File: config.mk
export PLATFORM = sky130hd
export DESIGN_NAME = ffp_frame_parser
export DESIGN_NICKNAME = d
export VERILOG_FILES = /design/src/verilog/ffp_frame_parser.v
export VERILOG_INCLUDE_DIRS = /design/src /design/src/verilog
export SDC_FILE = /design/constraint.sdc
export NUM_CORES = 1
export LEC_CHECK = 0
export ABC_AREA = 1
export BUFFER_PORTS_ARGS = -buffer_cell sky130_fd_sc_hd__buf_2
export CORE_MARGIN = 2
export CORE_UTILIZATION = 50
export DETAILED_ROUTE_END_ITERATION = 16
export GPL_TIMING_DRIVEN = 1
export PLACE_DENSITY = 0.7
export SLEW_MARGIN = 20
export SYNTH_ARGS = -nofsm -noshare
export SYNTH_HDL_FRONTEND = slang
export SYNTH_SLANG_ARGS = --single-unit
export TNS_END_PERCENT = 50
File: constraint.sdc
create_clock -name i_clk -period 7.4 [get_ports i_clk]
set_clock_uncertainty 0.2 [all_clocks]
set_input_delay 1.11 -clock i_clk [delete_from_list [all_inputs] [get_ports i_clk]]
set_output_delay 1.11 -clock i_clk [all_outputs]
set_load 0.02 [all_outputs]
File: src/verilog/ffp_defs.vh
// constants of the 802.15.4 frame framer and header parser
`ifndef FFP_DEFS_VH
`define FFP_DEFS_VH
`define FFP_SFD            8'ha7
`define FFP_ZERO_OCTET     8'h00
`define FFP_PREAMBLE_CNT   3'h4
`define FFP_SHR_OCTETS     3'h5
`define FFP_LEN_MASK       8'h7f
`define FFP_SHR_TIME_US    160
`define FFP_CLK_MHZ        100
`define FFP_ACK_TIME_US    192
// frame control field positions
`define FFP_FT_MSB         2
`define FFP_FT_LSB         0
`define FFP_PEND_BIT       4
`define FFP_AREQ_BIT       5
`define FFP_INTRA_BIT      6
`define FFP_DM_MSB         11
`define FFP_DM_LSB         10
`define FFP_VER_MSB        13
`define FFP_VER_LSB        12
`define FFP_SM_MSB         15
`define FFP_SM_LSB         14
// frame types
`define FFP_FT_BEACON      3'h0
`define FFP_FT_DATA        3'h1
`define FFP_FT_ACK         3'h2
`define FFP_FT_CMD         3'h3
// addressing modes
`define FFP_AM_NONE        2'h0
`define FFP_AM_SHORT       2'h2
`define FFP_AM_EXT         2'h3
// length classes
`define FFP_LC_RSVD        2'h0
`define FFP_LC_ACK         2'h1
`define FFP_LC_MPDU        2'h2
`define FFP_LEN_ACK        7'h05
`define FFP_LEN_MPDU_MIN   7'h09
// header byte offsets and sizes
`define FFP_IDX_FCF_LO     7'h00
`define FFP_IDX_FCF_HI     7'h01
`define FFP_IDX_SEQ        7'h02
`define FFP_IDX_DPAN_LO    7'h03
`define FFP_IDX_DPAN_HI    7'h04
`define FFP_IDX_DADR_LO    7'h05
`define FFP_IDX_DADR_HI    7'h06
`define FFP_MHR_BASE       7'h03
`define FFP_PAN_BYTES      7'h02
`define FFP_SHORT_BYTES    7'h02
`define FFP_EXT_BYTES      7'h08
`define FFP_BCAST_ADDR     16'hffff
`define FFP_CMD_DATA_REQ   8'h04
`define FFP_FCS_LEFT       7'h02
`endif

File: src/verilog/ffp_frame_parser.v
// framer and frame control parser of the 2.4 GHz transceiver
`timescale 1ns/1ps
`include "ffp_defs.vh"
// How it works
// - transmit prepends four zero preamble octets and start delimiter a7
// - header lasts 160 us; buffer octets may arrive later, stalling transmit
// - receive hunts preamble and delimiter; next octet is the length
// - low 7 length bits are length; top bit reserved, sent as zero
// - length octet written to buffer first with its top bit cleared
// - receive start interrupt pulses once a valid length octet arrives
// - payload 0 to 127 octets; last two octets flagged as check sequence
// - zero length frames are dropped without any interrupt
// - length classified: 5 ack, 9 and above mpdu, others reserved
// - frame control is sixteen bits from first two payload octets
// - frame control bits 2:0 decoded as frame type
// - filter passes frame types three or below
// - reserved types pass when reserved type upload bit is set
// - frame type filtering is active only in auto acknowledge receive mode; no address check
// - generated ack sets pending from ack pending set bit when acking a data request
// - ack request on unicast data or command triggers acknowledgement
// - auto retry transmit waits for ack only if ack request set
// - intra pan bit with both addresses drops the source pan field
// - addressing modes decoded: none, reserved, short, extended
// - present destination starts with pan id, then its address
// - frame version decoded; version select limits acknowledged versions
// - sequence number copied from frame into its acknowledgement
module ffp_frame_parser #(
  parameter SHR_CYCLES = `FFP_SHR_TIME_US * `FFP_CLK_MHZ
) (
  input  wire       i_clk,
  input  wire       i_rstn,
  input  wire       i_auto_ack_receive_mode,
  input  wire       i_auto_retry_transmit_mode,
  input  wire       i_reserved_type_upload_bit,
  input  wire       i_ack_pending_set_bit,
  input  wire [1:0] i_version_ack_select,
  input  wire       i_tx_start,
  input  wire [7:0] i_fb_rd_data,
  input  wire       i_fb_rd_valid,
  output wire       o_fb_rd_req,
  input  wire       i_air_ready,
  output reg  [7:0] o_air_data,
  output reg        o_air_valid,
  output reg        o_tx_busy,
  output reg        o_tx_end,
  output reg        o_tx_wait_ack,
  input  wire [7:0] i_rx_data,
  input  wire       i_rx_valid,
  output reg  [7:0] o_fb_wr_data,
  output reg        o_fb_wr_valid,
  output reg        o_fb_wr_fcs,
  output reg        o_receive_start_irq,
  output reg  [1:0] o_rx_len_class,
  output reg  [2:0] o_rx_frame_type,
  output reg  [1:0] o_rx_version,
  output reg  [1:0] o_rx_dst_mode,
  output reg  [1:0] o_rx_src_mode,
  output reg        o_rx_intra_pan,
  output reg        o_rx_ack_request,
  output reg        o_rx_end,
  output reg        o_rx_filter_pass,
  output reg        o_ack_send,
  output reg [15:0] o_ack_fcf,
  output reg  [7:0] o_ack_seq
);

  // =========================================================
  // constants
  localparam [31:0] SHR_OCTET_CYCLES = SHR_CYCLES / `FFP_SHR_OCTETS;
  localparam [31:0] ACK_CYCLES       = `FFP_ACK_TIME_US * `FFP_CLK_MHZ;
  localparam [3:0] TX_IDLE = 4'h1;
  localparam [3:0] TX_SHR  = 4'h2;
  localparam [3:0] TX_LEN  = 4'h4;
  localparam [3:0] TX_BODY = 4'h8;
  localparam [2:0] RX_HUNT = 3'h1;
  localparam [2:0] RX_LEN  = 3'h2;
  localparam [2:0] RX_BODY = 3'h4;

  // =========================================================
  // functions
  // octets of one address field for a mode
  function [6:0] addr_bytes;
    input [1:0] mode;
    begin
      case (mode)
        `FFP_AM_SHORT: addr_bytes = `FFP_SHORT_BYTES;
        `FFP_AM_EXT:   addr_bytes = `FFP_EXT_BYTES;
        default:       addr_bytes = 7'h00;
      endcase
    end
  endfunction

  // offset of the first octet behind the addressing fields
  function [6:0] mhr_len;
    input [1:0] dm;
    input [1:0] sm;
    input       intra;
    reg   [6:0] n;
    begin
      n = `FFP_MHR_BASE;
      if (addr_bytes(dm) != 7'h00) begin
        n = n + `FFP_PAN_BYTES + addr_bytes(dm);
      end
      if (addr_bytes(sm) != 7'h00) begin
        if (!(intra && addr_bytes(dm) != 7'h00)) begin
          n = n + `FFP_PAN_BYTES;
        end
        n = n + addr_bytes(sm);
      end
      mhr_len = n;
    end
  endfunction

  // =========================================================
  // transmit framer
  reg [3:0]  tx_state_r;
  reg [31:0] tx_cnt_r;
  reg [2:0]  tx_shr_idx_r;
  reg [6:0]  tx_left_r;
  reg        tx_first_r;
  reg        tx_areq_r;
  wire       tx_take;
  wire       tx_shr_tick;

  // buffer octet moves only when both buffer and air can go
  assign tx_take     = (tx_state_r == TX_LEN || tx_state_r == TX_BODY) &&
                       i_fb_rd_valid && i_air_ready;
  assign o_fb_rd_req = tx_take;
  assign tx_shr_tick = (tx_cnt_r == SHR_OCTET_CYCLES - 32'h1);

  // header pacing, length and payload streaming
  always @(posedge i_clk or negedge i_rstn) begin
    if (!i_rstn) begin
      tx_state_r    <= TX_IDLE;
      tx_cnt_r      <= 32'h0;
      tx_shr_idx_r  <= 3'h0;
      tx_left_r     <= 7'h00;
      tx_first_r    <= 1'b0;
      tx_areq_r     <= 1'b0;
      o_air_data    <= 8'h00;
      o_air_valid   <= 1'b0;
      o_tx_busy     <= 1'b0;
      o_tx_end      <= 1'b0;
      o_tx_wait_ack <= 1'b0;
    end else begin
      o_air_valid   <= 1'b0;
      o_tx_end      <= 1'b0;
      o_tx_wait_ack <= 1'b0;
      case (tx_state_r)
        TX_IDLE: begin
          if (i_tx_start) begin
            tx_state_r   <= TX_SHR;
            tx_cnt_r     <= 32'h0;
            tx_shr_idx_r <= 3'h0;
            tx_areq_r    <= 1'b0;
            o_tx_busy    <= 1'b1;
          end
        end
        TX_SHR: begin
          tx_cnt_r <= tx_shr_tick ? 32'h0 : tx_cnt_r + 32'h1;
          if (tx_shr_tick) begin
            o_air_valid  <= 1'b1;
            o_air_data   <= (tx_shr_idx_r == `FFP_PREAMBLE_CNT) ?
                            `FFP_SFD : `FFP_ZERO_OCTET;
            tx_shr_idx_r <= tx_shr_idx_r + 3'h1;
            if (tx_shr_idx_r == `FFP_SHR_OCTETS - 3'h1) begin
              tx_state_r <= TX_LEN;
            end
          end
        end
        TX_LEN: begin
          if (tx_take) begin
            o_air_valid <= 1'b1;
            o_air_data  <= i_fb_rd_data & `FFP_LEN_MASK;
            tx_left_r   <= i_fb_rd_data[6:0];
            tx_first_r  <= 1'b1;
            if (i_fb_rd_data[6:0] == 7'h00) begin
              tx_state_r <= TX_IDLE;
              o_tx_busy  <= 1'b0;
              o_tx_end   <= 1'b1;
            end else begin
              tx_state_r <= TX_BODY;
            end
          end
        end
        TX_BODY: begin
          if (tx_take) begin
            o_air_valid <= 1'b1;
            o_air_data  <= i_fb_rd_data;
            tx_first_r  <= 1'b0;
            tx_left_r   <= tx_left_r - 7'h01;
            if (tx_first_r) begin
              tx_areq_r <= i_fb_rd_data[`FFP_AREQ_BIT];
            end
            if (tx_left_r == 7'h01) begin
              tx_state_r    <= TX_IDLE;
              o_tx_busy     <= 1'b0;
              o_tx_end      <= 1'b1;
              o_tx_wait_ack <= i_auto_retry_transmit_mode &&
                (tx_first_r ? i_fb_rd_data[`FFP_AREQ_BIT] : tx_areq_r);
            end
          end
        end
        default: begin
          tx_state_r <= TX_IDLE;
          o_tx_busy  <= 1'b0;
        end
      endcase
    end
  end

  // =========================================================
  // receive deframer and header parser
  reg [2:0]  rx_state_r;
  reg [2:0]  rx_zero_r;
  reg [6:0]  rx_left_r;
  reg [6:0]  rx_idx_r;
  reg [15:0] rx_fcf_r;
  reg [7:0]  rx_seq_r;
  reg [15:0] rx_daddr_r;
  reg        rx_datareq_r;
  wire [15:0] fcf_now;
  wire [2:0]  ft_now;
  wire        type_ok;
  wire        ver_ok;
  wire        unicast;
  wire        data_or_cmd;

  // decode uses the high octet the cycle it arrives
  assign fcf_now = (rx_idx_r == `FFP_IDX_FCF_HI) ?
                   {i_rx_data, rx_fcf_r[7:0]} : rx_fcf_r;
  assign ft_now  = rx_fcf_r[`FFP_FT_MSB:`FFP_FT_LSB];
  assign type_ok = (ft_now <= `FFP_FT_CMD) || i_reserved_type_upload_bit;
  assign ver_ok  = rx_fcf_r[`FFP_VER_MSB:`FFP_VER_LSB] <= i_version_ack_select;
  assign unicast = !(rx_fcf_r[`FFP_DM_MSB:`FFP_DM_LSB] == `FFP_AM_SHORT &&
                     rx_daddr_r == `FFP_BCAST_ADDR);
  assign data_or_cmd = (ft_now == `FFP_FT_DATA) || (ft_now == `FFP_FT_CMD);

  // octet stream: hunt, length, body with field capture
  always @(posedge i_clk or negedge i_rstn) begin
    if (!i_rstn) begin
      rx_state_r          <= RX_HUNT;
      rx_zero_r           <= 3'h0;
      rx_left_r           <= 7'h00;
      rx_idx_r            <= 7'h00;
      rx_fcf_r            <= 16'h0000;
      rx_seq_r            <= 8'h00;
      rx_daddr_r          <= 16'h0000;
      rx_datareq_r        <= 1'b0;
      o_fb_wr_data        <= 8'h00;
      o_fb_wr_valid       <= 1'b0;
      o_fb_wr_fcs         <= 1'b0;
      o_receive_start_irq <= 1'b0;
      o_rx_len_class      <= `FFP_LC_RSVD;
      o_rx_frame_type     <= 3'h0;
      o_rx_version        <= 2'h0;
      o_rx_dst_mode       <= 2'h0;
      o_rx_src_mode       <= 2'h0;
      o_rx_intra_pan      <= 1'b0;
      o_rx_ack_request    <= 1'b0;
      o_rx_end            <= 1'b0;
      o_rx_filter_pass    <= 1'b0;
      o_ack_send          <= 1'b0;
      o_ack_fcf           <= 16'h0000;
      o_ack_seq           <= 8'h00;
    end else begin
      o_fb_wr_valid       <= 1'b0;
      o_fb_wr_fcs         <= 1'b0;
      o_receive_start_irq <= 1'b0;
      o_rx_end            <= 1'b0;
      o_ack_send          <= 1'b0;
      if (i_rx_valid) begin
        case (rx_state_r)
          RX_HUNT: begin
            if (i_rx_data == `FFP_ZERO_OCTET) begin
              rx_zero_r <= (rx_zero_r == `FFP_PREAMBLE_CNT) ?
                           rx_zero_r : rx_zero_r + 3'h1;
            end else if (i_rx_data == `FFP_SFD &&
                         rx_zero_r == `FFP_PREAMBLE_CNT) begin
              rx_state_r <= RX_LEN;
              rx_zero_r  <= 3'h0;
            end else begin
              rx_zero_r <= 3'h0;
            end
          end
          RX_LEN: begin
            o_fb_wr_valid <= 1'b1;
            o_fb_wr_data  <= i_rx_data & `FFP_LEN_MASK;
            rx_left_r     <= i_rx_data[6:0];
            rx_idx_r      <= 7'h00;
            rx_datareq_r  <= 1'b0;
            rx_fcf_r      <= 16'h0000;
            rx_daddr_r    <= 16'h0000;
            if (i_rx_data[6:0] == 7'h00) begin
              rx_state_r <= RX_HUNT;
            end else begin
              rx_state_r          <= RX_BODY;
              o_receive_start_irq <= 1'b1;
            end
            if (i_rx_data[6:0] == `FFP_LEN_ACK) begin
              o_rx_len_class <= `FFP_LC_ACK;
            end else if (i_rx_data[6:0] >= `FFP_LEN_MPDU_MIN) begin
              o_rx_len_class <= `FFP_LC_MPDU;
            end else begin
              o_rx_len_class <= `FFP_LC_RSVD;
            end
          end
          RX_BODY: begin
            o_fb_wr_valid <= 1'b1;
            o_fb_wr_data  <= i_rx_data;
            o_fb_wr_fcs   <= (rx_left_r <= `FFP_FCS_LEFT);
            rx_idx_r      <= rx_idx_r + 7'h01;
            rx_left_r     <= rx_left_r - 7'h01;
            case (rx_idx_r)
              `FFP_IDX_FCF_LO: rx_fcf_r[7:0]  <= i_rx_data;
              `FFP_IDX_FCF_HI: rx_fcf_r[15:8] <= i_rx_data;
              `FFP_IDX_SEQ:    rx_seq_r       <= i_rx_data;
              default: begin
              end
            endcase
            if (rx_fcf_r[`FFP_DM_MSB:`FFP_DM_LSB] == `FFP_AM_SHORT) begin
              if (rx_idx_r == `FFP_IDX_DADR_LO) begin
                rx_daddr_r[7:0] <= i_rx_data;
              end
              if (rx_idx_r == `FFP_IDX_DADR_HI) begin
                rx_daddr_r[15:8] <= i_rx_data;
              end
            end
            // command id right behind the addressing fields
            if (rx_idx_r > `FFP_IDX_FCF_HI && ft_now == `FFP_FT_CMD &&
                rx_idx_r == mhr_len(rx_fcf_r[`FFP_DM_MSB:`FFP_DM_LSB],
                                    rx_fcf_r[`FFP_SM_MSB:`FFP_SM_LSB],
                                    rx_fcf_r[`FFP_INTRA_BIT])) begin
              rx_datareq_r <= (i_rx_data == `FFP_CMD_DATA_REQ);
            end
            if (rx_idx_r == `FFP_IDX_FCF_HI) begin
              o_rx_frame_type  <= fcf_now[`FFP_FT_MSB:`FFP_FT_LSB];
              o_rx_version     <= fcf_now[`FFP_VER_MSB:`FFP_VER_LSB];
              o_rx_dst_mode    <= fcf_now[`FFP_DM_MSB:`FFP_DM_LSB];
              o_rx_src_mode    <= fcf_now[`FFP_SM_MSB:`FFP_SM_LSB];
              o_rx_intra_pan   <= fcf_now[`FFP_INTRA_BIT];
              o_rx_ack_request <= fcf_now[`FFP_AREQ_BIT];
            end
            if (rx_left_r == 7'h01) begin
              rx_state_r       <= RX_HUNT;
              o_rx_end         <= 1'b1;
              o_rx_filter_pass <= i_auto_ack_receive_mode ? type_ok : 1'b1;
              o_ack_seq        <= rx_seq_r;
              o_ack_fcf        <= {13'h0000, `FFP_FT_ACK} |
                                  ((rx_datareq_r && i_ack_pending_set_bit) ?
                                   16'h0010 : 16'h0000);
              o_ack_send       <= i_auto_ack_receive_mode && type_ok && ver_ok &&
                                  rx_fcf_r[`FFP_AREQ_BIT] && data_or_cmd &&
                                  unicast;
            end
          end
          default: begin
            rx_state_r <= RX_HUNT;
          end
        endcase
      end
    end
  end

endmodule

==> results of run 1 <==
cell families after synthesis:
logic type | Yosys count | synth area share, %
and+or+nand+nor | 478 | 26.2
AOI/OAI and AO/OA | 162 | 11.0
buffers and inverters | 159 | 8.41
DFF | 153 | 48.2
xor gates and xnor gates | 22 | 2.42
adders and majority gates | 21 | 3.30
muxes | 3 | 0.425
other | 1 | 0.0471
worst min-delay path: stages (launching register included):
cell	delay (ns)
dfrtp_1	0.34
nand2_1	0.05
nand2_1	0.05
per-stage QoR:
stage | area (um2) | utilization (%) | setup slack, ns
final | 9080 | 57.8 | 3.54
after global routing | 9080 | 57.8 | 3.30
after CTS | 9080 | 57.8 | 3.56
after detailed placement | 8460 | 53.9 | 4.05
after global placement | 8460 | 53.9 | 4.09
after floorplan | 8010 | - | 4.57
flip-flops by register name (all words and copies together), names as in the netlist, 2 cells and up:
name and flops:
rx_fcf_r 11, rx_seq_r 8, rx_state_r 3, o_air_data 8, o_rx_src_mode 2, rx_zero_r 3
rx_daddr_r 16, o_fb_wr_data 8, tx_left_r 7, tx_shr_idx_r 3, rx_idx_r 7, tx_state_r 4
o_rx_version 2, o_ack_fcf 2, tx_cnt_r 32, o_rx_len_class 2, o_rx_frame_type 3, rx_left_r 7
o_ack_seq 8, o_rx_dst_mode 2
final cells by class:
type                    count  share of cell area (%)
clock buffers              18                    4.84
repair buffers             79                    4.48
clock inverters            12                    1.94
well taps                 216                    2.98
multi-input cells         700                    38.6
inverters                 120                    4.96
flip-flops and latches    153                    42.2
how the worst max path moves through the flow:
stage / start / end / slack (ns) / cells past startpoint
after floorplan: i_air_ready / o_fb_rd_req / 4.57 / 3
after global placement: i_air_ready / o_fb_rd_req / 4.09 / 4
after detailed placement: tx_state_r[1] / o_fb_rd_req / 4.05 / 6
after CTS: tx_state_r[1] / o_fb_rd_req / 3.56 / 6
after global routing: tx_state_r[1] / o_fb_rd_req / 3.30 / 6
final: tx_state_r[1] / o_fb_rd_req / 3.54 / 6
layout by cell type (no fill, tap or decap), types with 2 or more instances in the layout:
cell type and instances:
nor2_1 66, inv_1 117, ha_1 21, nor4_1 11, o22ai_1 20, o32ai_1 2, o211ai_1 5, nand4_1 24
o21ai_0 82, xor2_1 19, clkinv_4 3, nand2_1 265, xnor2_1 3, mux2_2 3, o21ai_1 25, nand2_2 2
clkbuf_16 17, nand3_1 65, a21oi_1 21, clkinv_2 3, nor3_4 2, inv_2 2, bufinv_16 4, clkinvlp_4 2
nand3_2 2, nor3b_1 2, dfrtp_1 151, or2_2 4, buf_4 2, buf_2 76, nor3_1 30, dfstp_2 2
conb_1 14
layer usage:
| layer | GRT usage [%] | share of wire, % | vias to the layer above |
|---|---|---|---|
| met2 | 37.8 | 48 | 160 |
| met4 | 9.74 | 2.6 | 0 |
| li1 | - | - | 3409 |
| met1 | 31.9 | 46 | 3251 |
| met3 | 4.47 | 4.0 | 37 |
| met5 | 0 | 0 | - |
power groups by stage:
stage	Combinational, mW	Sequential (mW)	Clock, mW
after floorplan	0.606	1.27	0
after global placement	0.885	1.22	0
after detailed placement	0.906	1.23	0
after CTS	0.920	1.22	0.927
after global routing	1.05	1.25	0.962
final	0.918	1.22	0.913
==> key figures, run 1 <==
STA
  • Final period util: 52.1%
  • Number of setup violations in the final report: 0
  • RSZ-0062 raised after global routing: no
  • Hold_ws: 0.274 ns
  • Slew margin rel.: 39.0%
  • Fin Setup TNS: 0 ns
  • Hold Vio Cnt, Final: 0
  • Final Critical Period: a little under 4 ns
  • Max-slew violation count: 0
  • Max Clk Rate: 259 MHz
  • Slew of the pin with the lowest slew margin: 0.912 ns

Critical path
  • Critical path data arrival time: 2.55 ns
  • Worst R2R Path Depth: 10
  • Family with the most delay on the worst path: simple AND/OR/NAND/NOR gates
  • Reg-to-reg endpoint: tx_left_r[5]
  • Crit path cell chain: inv_1, nand2_1, nor3_4, nor2_1, nor2_1, buf_2
  • Crit end category: output port
  • Crit Path Class: reg -> out
  • Critical path's most frequent cell: nor2_1
  • FF-to-FF setup slack: 4.32 ns
  • Buffers & Inverters on Critical Path: 2
  • Critical Path RT: about 6.1 ns
  • Reg-to-reg startpoint: tx_state_r[1]
  • Max stage delay cell, worst path: nor2_1
  • Setup crit start kind: register
  • CP max stage delay: 0.52 ns
  • Critical-path maximum fanout: 19

Logic synthesis
  • Synth Register Bits: between 150 and 200
  • Synth area leaders: dfrtp_1, nand2_1, inv_1
  • Biggest area consumer among synthesized cells: dfrtp_1
  • Syn avg cell area: 7.96 um2
  • Top_reg_cell synth: dfrtp_1
  • Mapped Area: slightly below 8000 um2
  • Cells after Synth: about 1000
  • Synth cell types: 44
  • Count leader, synth: nand2_1
  • Post-synth top area share: 47.5%
  • List of most frequent post-synthesis cells: nand2_1, dfrtp_1, inv_1, o21ai_0, nor2_1
  • Synth warn: 0
  • FFs w/ async S/R, synth: 100%
  • Post-synth EDFFs: 0
  • Seq/Total Area, Yosys: 48.2%

Layout
  • Area Growth Syn to Fin: 14.1%
  • Reg area: roughly 3800 um2
  • Non-Filler Instances: 1298
  • Diodes inserted: 0
  • Layout cells sized above 1: 12.0%
  • Area occupied by multi-input gates: about 3500 um2
  • Final nets: 1120
  • Fillers: 1452

Clock network
  • Cts hold-fix bufs: 0
  • CTS Root Cell: clkbuf_16
  • # resized after CTS: 0
  • Htree depth: 4
  • CTS clk-pin slew, worst paths: 0.06 ns
  • CTS Buffer Depth: 2
  • CTS tree: yes
  • CTS Buf Count: 17
  • Worst-skew pair later-pin latency: 0.43 ns
  • Clock sinks: around 150
  • Post-CTS repair timing setup buffer count: 0

Global routing
  • Gr ovfl total: 0
  • Initial antenna violation count: 0
  • GRT Util Overall: 23.6%
  • Pin count of the biggest net entering global routing: 94
  • Vias in the first global route: 6428
  • Global-route wire length before repair: 31.4 mm

Placed design
  • Placer Congestion: slightly above 0.9
  • DP HPWL: 13.4 mm
  • Placed cell count: ~1300
  • PortBufs: between 70 and 80

Status
  • Status: complete, no violations

Die
  • Ports: 92
  • Die ar.: between 15000 and 20000 um2
  • Starting density of the core: 50.6%
  • Site row count: 46
  • Width of the die: ~130 um
  • Height of the die: roughly 130 um
  • Core Area: 15700 um2

Power
  • Clock power share: 29.9%
  • P_int: about 1.9 mW
  • Logic pwr share: 30.1%
  • Sw Share: 37.1%
  • Tot Pwr: just over 3 mW
  • Sequential Power Share: 40.0%
  • PwrDens: 336 nW/um2
  • Peak supply drop: 0.184 mV
  • Psw: ~1.1 mW
  • LEAKAGE: about 4.4 nW

Detailed routing
  • Antenna viol nets, final: 0
  • Post-Route WL: about 19 mm
  • Residual DRC: 0
  • Drt pass-1 iters: 5
  • DR vias: 6857
  • Drt wl/cell: 14.6 um
  • Via/cell ratio: 5.28
  • 1st-iter DRT viols: 479

Job
  • Max-cap viol count: 0

Min path
  • Hold_sp: rx_seq_r[6]
  • Hold Path Stages: 2
  • Hold endpoint: o_ack_seq[6]
  • Min-Delay Path Class: reg -> reg
Power figures use the tool's default switching activity.
==> inputs of run 2 (changes only) <==
Clock period 7.4 ns to 3.9 ns, I/O delays scaled along.
==> key figures, run 2 (synthesized netlist as in run 1, its figures left out) <==
Power
  • Peak supply drop: 0.466 mV (+150%)
  • Sw Share: 37.5% (+0.44 points)
  • LEAKAGE: 4.38 nW (+0.14%)
  • Psw: 2.14 mW (+89%)
  • Clock power share: 28.7% (-1.2 points)
  • PwrDens: 627 nW/um2 (+87%)
  • Tot Pwr: 5.70 mW (+87%)
  • Sequential Power Share: 40.6% (+0.6 points)
  • Logic pwr share: 30.7% (+0.6 points)
  • P_int: 3.56 mW (+85%)

Die
  • Starting density of the core: 50.6% (unchanged)
  • Ports: 92 (unchanged)
  • Site row count: 46 (unchanged)
  • Core Area: 15700 um2 (unchanged)
  • Height of the die: 130 um (unchanged)
  • Width of the die: 130 um (unchanged)
  • Die ar.: 16900 um2 (unchanged)

Clock network
  • Worst-skew pair later-pin latency: 0.42 ns (about the same)
  • CTS clk-pin slew, worst paths: 0.06 ns (about the same)
  • Htree depth: 4 (unchanged)
  • Clock sinks: 153 (unchanged)
  • Cts hold-fix bufs: 0 (unchanged)
  • Post-CTS repair timing setup buffer count: 0 (unchanged)
  • CTS Root Cell: clkbuf_16
  • CTS Buffer Depth: 2 (unchanged)
  • # resized after CTS: 0 (unchanged)
  • CTS Buf Count: 17 (unchanged)
  • CTS tree: yes

Detailed routing
  • Antenna viol nets, final: 0 (unchanged)
  • 1st-iter DRT viols: 619 (+29%)
  • Drt wl/cell: 14.5 um (-0.84%)
  • Post-Route WL: 18.9 mm (-0.38%)
  • Drt pass-1 iters: 7 (+2)
  • DR vias: 6798 (-0.86%)
  • Via/cell ratio: 5.21 (-1.3%)
  • Residual DRC: 0 (unchanged)

STA
  • RSZ-0062 raised after global routing: no
  • Max-slew violation count: 0 (unchanged)
  • Slew of the pin with the lowest slew margin: 0.803 ns (-0.110 ns)
  • Max Clk Rate: 332 MHz
  • Slew margin rel.: 46.1% (+7.1 points)
  • Final period util: 77.2%
  • Hold_ws: -0.00808 ns (-0.282 ns)
  • Hold Vio Cnt, Final: 19 (+19)
  • Number of setup violations in the final report: 0 (unchanged)
  • Final Critical Period: 3.01 ns
  • Fin Setup TNS: 0 ns (unchanged)

Critical path
  • Critical path data arrival time: 2.22 ns (-0.33 ns)
  • Max stage delay cell, worst path: nor3_4
  • Critical path's most frequent cell: nor2_1
  • CP max stage delay: 0.52 ns (about the same)
  • Crit path cell chain: inv_1, nand2_1, nor3_4, nor2_1, nor2_1, buf_4, buf_2
  • FF-to-FF setup slack: 1.20 ns (-3.12 ns)
  • Crit Path Class: reg -> out
  • Crit end category: output port
  • Critical Path RT: 3.12 ns (-2.97 ns)
  • Setup crit start kind: register
  • Critical-path maximum fanout: 19 (unchanged)

Layout
  • Diodes inserted: 0 (unchanged)
  • Register bank with the most flops: tx_cnt_r
  • Biggest regs: tx_cnt_r (32), rx_daddr_r (16), rx_fcf_r (11)
  • Most frequent cells in the layout: nand2_1, dfrtp_1, inv_1
  • Area Growth Syn to Fin: 14.3%
  • Final nets: 1125 (+0.45%)
  • Max reg flops: 32 (unchanged)
  • Most common cell after layout, fill and taps aside: nand2_1
  • Layout cells sized above 1: 12.1% (+0.12 points)

Global routing
  • Global-route wire length before repair: 31.1 mm (-0.99%)
  • Vias in the first global route: 6383 (-0.70%)
  • Gr ovfl total: 0 (unchanged)
  • Pin count of the biggest net entering global routing: 73 (-22%)
  • GRT Util Overall: 23.3% (-0.36 points)
  • Initial antenna violation count: 0 (unchanged)

Placed design
  • Placer Congestion: 0.934 (about the same)
  • DP HPWL: 13.7 mm (+2.3%)
  • PortBufs: 77 (unchanged)

Job
  • Max-cap viol count: 0 (unchanged)

Status
  • Status: complete, but fails checks
  • Failing checks: hold timing

Min path
  • Min-Delay Path Class: in -> async
run 2: cell types whose count changed in the layout (fill, tap and decap cells not counted), sizes merged:
cell,previous run,this run
inv,119,122
clkinvlp,2,3
buf,79,84
clkinv,7,2
bufinv,4,2
clkbuf,18,22
run 2: final cells by class:
class / instances / area (um2)
fill: 1482 / 6620
timing repair buffer: 84 / 457
sequential: 153 / 3830
clock inverter: 9 / 114
inverter: 120 / 450
clock buffer: 22 / 464
tap: 216 / 270
multi-input combinational: 700 / 3500
run 2: routing by layer:
metal	routed length, um	part of all wire (%)	GRT usage (%)	up-vias
li1	-	-	-	3427
met1	8760	46	31.9	3193
met2	9210	49	37.6	154
met3	700	3.7	5.00	24
met4	229	1.2	6.45	0
met5	0	0	0	-
run 2: through the flow:
step / cells / area [um2] / hold WS, ns / setup slack [ns] / util (%)
final: 1304 / 9090 / -0.00808 / 0.890 / 57.9
after floorplan: 1012 / 8010 / 0.0894 / 1.49 / -
after CTS: 1304 / 9090 / 0.00775 / 0.886 / 57.9
after detailed placement: 1273 / 8510 / 0.253 / 1.22 / 54.2
after global routing: 1304 / 9090 / 0.0391 / 0.699 / 57.9
after global placement: 1273 / 8510 / 0.250 / 1.25 / 54.2
run 2: power by group through the flow:
stage	combinational (mW)	clock [mW]	sequential, mW
2_1_floorplan	1.15	0	2.42
3_3_place_gp	1.71	0	2.33
3_5_place_dp	1.74	0	2.34
4_1_cts	1.76	1.66	2.31
5_1_grt	2.02	1.72	2.36
6_report	1.75	1.63	2.31
run 2: worst max-delay path: cells and delay by family (launching register included):
kind                   cells  cell delay, ns
DFF                        1            0.39
and+or+nand+nor            4            0.97
buffers and inverters      3            0.45
run 2: final timing paths:
kind,startpoint,end,cells past startpoint
setup / recovery,tx_state_r[1],o_fb_rd_req,7
max in group asynchronous,i_rstn,rx_state_r[0],2
setup reg to reg,rx_fcf_r[10],rx_datareq_r,21
hold / removal,i_rstn,tx_cnt_r[21],1
min in group i_clk,i_auto_ack_receive_mode,o_rx_filter_pass,2
hold reg to reg,o_tx_busy,o_tx_busy,2
==> inputs of run 3 (changes only) <==
Settings changed: ABC_AREA 1 to 0.
Clock period 3.9 ns to 3 ns, I/O delays scaled along.
==> key figures, run 3 <==
Logic synthesis
  • Mapped Area: 8200 um2 (+3.1%)
  • Biggest area consumer among synthesized cells: dfrtp_1
  • Seq/Total Area, Yosys: 46.7% (-1.5 points)
  • Top_reg_cell synth: dfrtp_1
  • List of most frequent post-synthesis cells: dfrtp_1, nand2_1, mux2_2, inv_1
  • Synth warn: 0 (unchanged)
  • Synth Register Bits: 153 (unchanged)
  • Synth area leaders: dfrtp_1, mux2_2, nand2_1
  • Post-synth EDFFs: 0 (unchanged)
  • Syn avg cell area: 10.1 um2 (+27%)
  • Cells after Synth: 809 (-19%)
  • Post-synth top area share: 46.1% (-1.4 points)
  • Count leader, synth: dfrtp_1
  • Synth cell types: 80 (+82%)
  • FFs w/ async S/R, synth: 100% (unchanged)

Detailed routing
  • Post-Route WL: 19.2 mm (+1.5%)
  • Drt pass-1 iters: 5 (-2)
  • Antenna viol nets, final: 0 (unchanged)
  • DR vias: 6567 (-3.4%)
  • Drt wl/cell: 17.0 um (+17%)
  • 1st-iter DRT viols: 517 (-16%)
  • Residual DRC: 0 (unchanged)
  • Via/cell ratio: 5.83 (+12%)

Clock network
  • CTS Buffer Depth: 2 (unchanged)
  • CTS Buf Count: 17 (unchanged)
  • Worst-skew pair later-pin latency: 0.42 ns (about the same)
  • CTS tree: yes
  • Htree depth: 4 (unchanged)
  • CTS clk-pin slew, worst paths: 0.06 ns (about the same)
  • CTS Root Cell: clkbuf_16
  • Clock sinks: 153 (unchanged)

Critical path
  • Stages on worst setup path: 12 (+5)
  • Setup crit start kind: register
  • Crit path cell chain: nor2b_4, inv_2, ha_4, nor2b_2, xnor2_1, ha_1, ha_1, xnor3_1, nor2_1, a2111o_1, nor4b_4, mux2i_1
  • Worst R2R Path Depth: 12 (-43%)
  • Critical Path RT: 3.14 ns (+0.02 ns)
  • CP max stage delay: 0.41 ns (-0.11 ns)
  • Critical-path maximum fanout: 4 (-15)
  • Family with the most delay on the worst path: simple AND/OR/NAND/NOR gates
  • Crit Path Class: reg -> reg
  • Crit end category: register
  • Buffers & Inverters on Critical Path: 1 (-2)
  • Critical path data arrival time: 3.04 ns (+0.82 ns)
  • Max stage delay cell, worst path: dfrtp_1
  • Critical path's most frequent cell: ha_1

Die
  • Width of the die: 132 um (+1.5%)
  • Core Area: 15900 um2 (+1.5%)
  • Die ar.: 17400 um2 (+3.0%)
  • Site row count: 46 (unchanged)
  • Starting density of the core: 51.5% (+0.82 points)
  • Ports: 92 (unchanged)
  • Height of the die: 132 um (+1.5%)

Layout
  • Max reg flops: 32 (unchanged)
  • Diodes inserted: 0 (unchanged)
  • Area Growth Syn to Fin: 15.5%
  • Area occupied by multi-input gates: 4020 um2 (+15%)
  • Biggest regs: tx_cnt_r (32), rx_daddr_r (16), rx_fcf_r (11)
  • Final nets: 947 (-16%)
  • Reg area: 3830 um2 (unchanged)
  • Fillers: 1370 (-7.6%)
  • Most common cell after layout, fill and taps aside: dfrtp_1
  • Layout cells sized above 1: 25.5% (+13 points)
  • Finished layout cell area: 9470 um2 (+4.2%)
  • Register bank with the most flops: tx_cnt_r
  • Final Util: 59.4% (+1.6 points)
  • Non-Filler Instances: 1127 (-14%)
  • Most frequent cells in the layout: dfrtp_1, buf_2, nand2_1

Status
  • Status: complete, no violations

Power
  • Peak supply drop: 0.523 mV (+12%)
  • PwrDens: 612 nW/um2 (-2.4%)
  • LEAKAGE: 4.43 nW (+1.2%)

STA
  • Number of setup violations in the final report: 0 (unchanged)
  • Max Clk Rate: between 300 and 400 MHz
  • Max-slew violation count: 0 (unchanged)
  • Final period util: 96.5%
  • Slew margin rel.: 54.2% (+8.1 points)
  • Final Critical Period: between 2 and 3 ns
  • Hold_ws: 0.0662 ns (+0.0742 ns)
  • Hold Vio Cnt, Final: 0 (-19)
  • Slew of the pin with the lowest slew margin: 0.681 ns (-0.121 ns)
  • Fin Setup TNS: 0 ns (unchanged)

Global routing
  • Gr ovfl total: 0 (unchanged)
  • Global-route wire length before repair: 32.4 mm (+4.3%)
  • Initial antenna violation count: 0 (unchanged)
  • GRT Util Overall: 22.8% (-0.50 points)
  • Pin count of the biggest net entering global routing: 59 (-19%)
  • Vias in the first global route: 6330 (-0.83%)

Placed design
  • PortBufs: 77 (unchanged)
  • Placed cell count: 1088 (-15%)
  • DP Area: 8800 um2 (+3.4%)
  • DP HPWL: 13.3 mm (-2.5%)
  • Placer Congestion: 0.863 (-7.6%)

Min path
  • Min-Delay Path Class: in -> reg
  • Hold Path Stages: 3

Job
  • Max-cap viol count: 0 (unchanged)
-- run 3: report_power, final --
| group | switching (mW) | total (mW) | internal, mW |
|---|---|---|---|
| registers | 0.290 | 2.60 | 2.31 |
| clock network | 0.842 | 2.03 | 1.18 |
| logic | 0.717 | 1.17 | 0.455 |
| total | 1.85 | 5.79 | 3.94 |
-- run 3: layout make-up --
cell class	instances	share of cell area, %
well taps	216	2.85
inverters	40	1.58
flip-flops and latches	153	40.4
multi-input cells	577	42.4
repair buffers	109	6.83
clock inverters	10	0.991
clock buffers	22	4.90
-- run 3: logic make-up (layout without fill, tap and decap cells) --
family | after synthesis | in the layout | synth area share (%)
mux | 65 | 65 | 8.72
compound gates | 174 | 174 | 14.4
buf+inv | 92 | 181 | 5.72
simple gates | 299 | 299 | 20.6
xor+xnor | 4 | 4 | 0.595
fa+ha+maj | 21 | 21 | 3.20
flops | 153 | 153 | 46.7
other cells | 1 | 14 | 0.0457
-- run 3: repair_timing --
item,CTS,global route
gates resized for setup,7,5
endpoints found under the setup margin,1,1
buffers inserted,4,2
pin swaps,4,5
endpoints found under the hold margin,53,0
hold buffers,1,0
-- run 3: worst paths after layout --
path / startpoint / end / slack, ns
min in group asynchronous: i_rstn / rx_zero_r[2] / 0.37
max in group asynchronous: i_rstn / tx_state_r[0] / 1.48
max reg2reg: rx_fcf_r[11] / rx_datareq_r / 0.10
max: rx_fcf_r[11] / rx_datareq_r / 0.10
min reg2reg: o_ack_fcf[1] / o_ack_fcf[1] / 0.26
min: i_ack_pending_set_bit / o_ack_fcf[4] / 0.07
-- run 3: worst register-to-register path, stage by stage (launching register included) --
cell and delay (ns):
dfrtp_1 0.41, nor2b_4 0.18, inv_2 0.06, ha_4 0.17, nor2b_2 0.14, xnor2_1 0.08, ha_1 0.21, ha_1 0.22
xnor3_1 0.30, nor2_1 0.05, a2111o_1 0.33, nor4b_4 0.25, mux2i_1 0.22
-- run 3: stage by stage --
stage / total power, mW / setup WS, ns
6_report: 5.79 / 0.105
5_1_grt: 6.10 / -0.0324
4_1_cts: 5.83 / 0.0191
3_5_place_dp: 3.79 / -0.105
3_3_place_gp: 3.76 / 0.0942
2_1_floorplan: 3.41 / 0.102
-- run 3: layer usage --
metal | share of wire [%] | wire (um) | vias up | GRT usage, %
met2 | 48 | 9170 | 176 | 36.7
met3 | 3.8 | 722 | 32 | 3.58
met4 | 2.1 | 397 | 0 | 8.09
met5 | 0 | 0 | - | 0
met1 | 46 | 8890 | 3223 | 31.4
li1 | - | - | 3136 | -
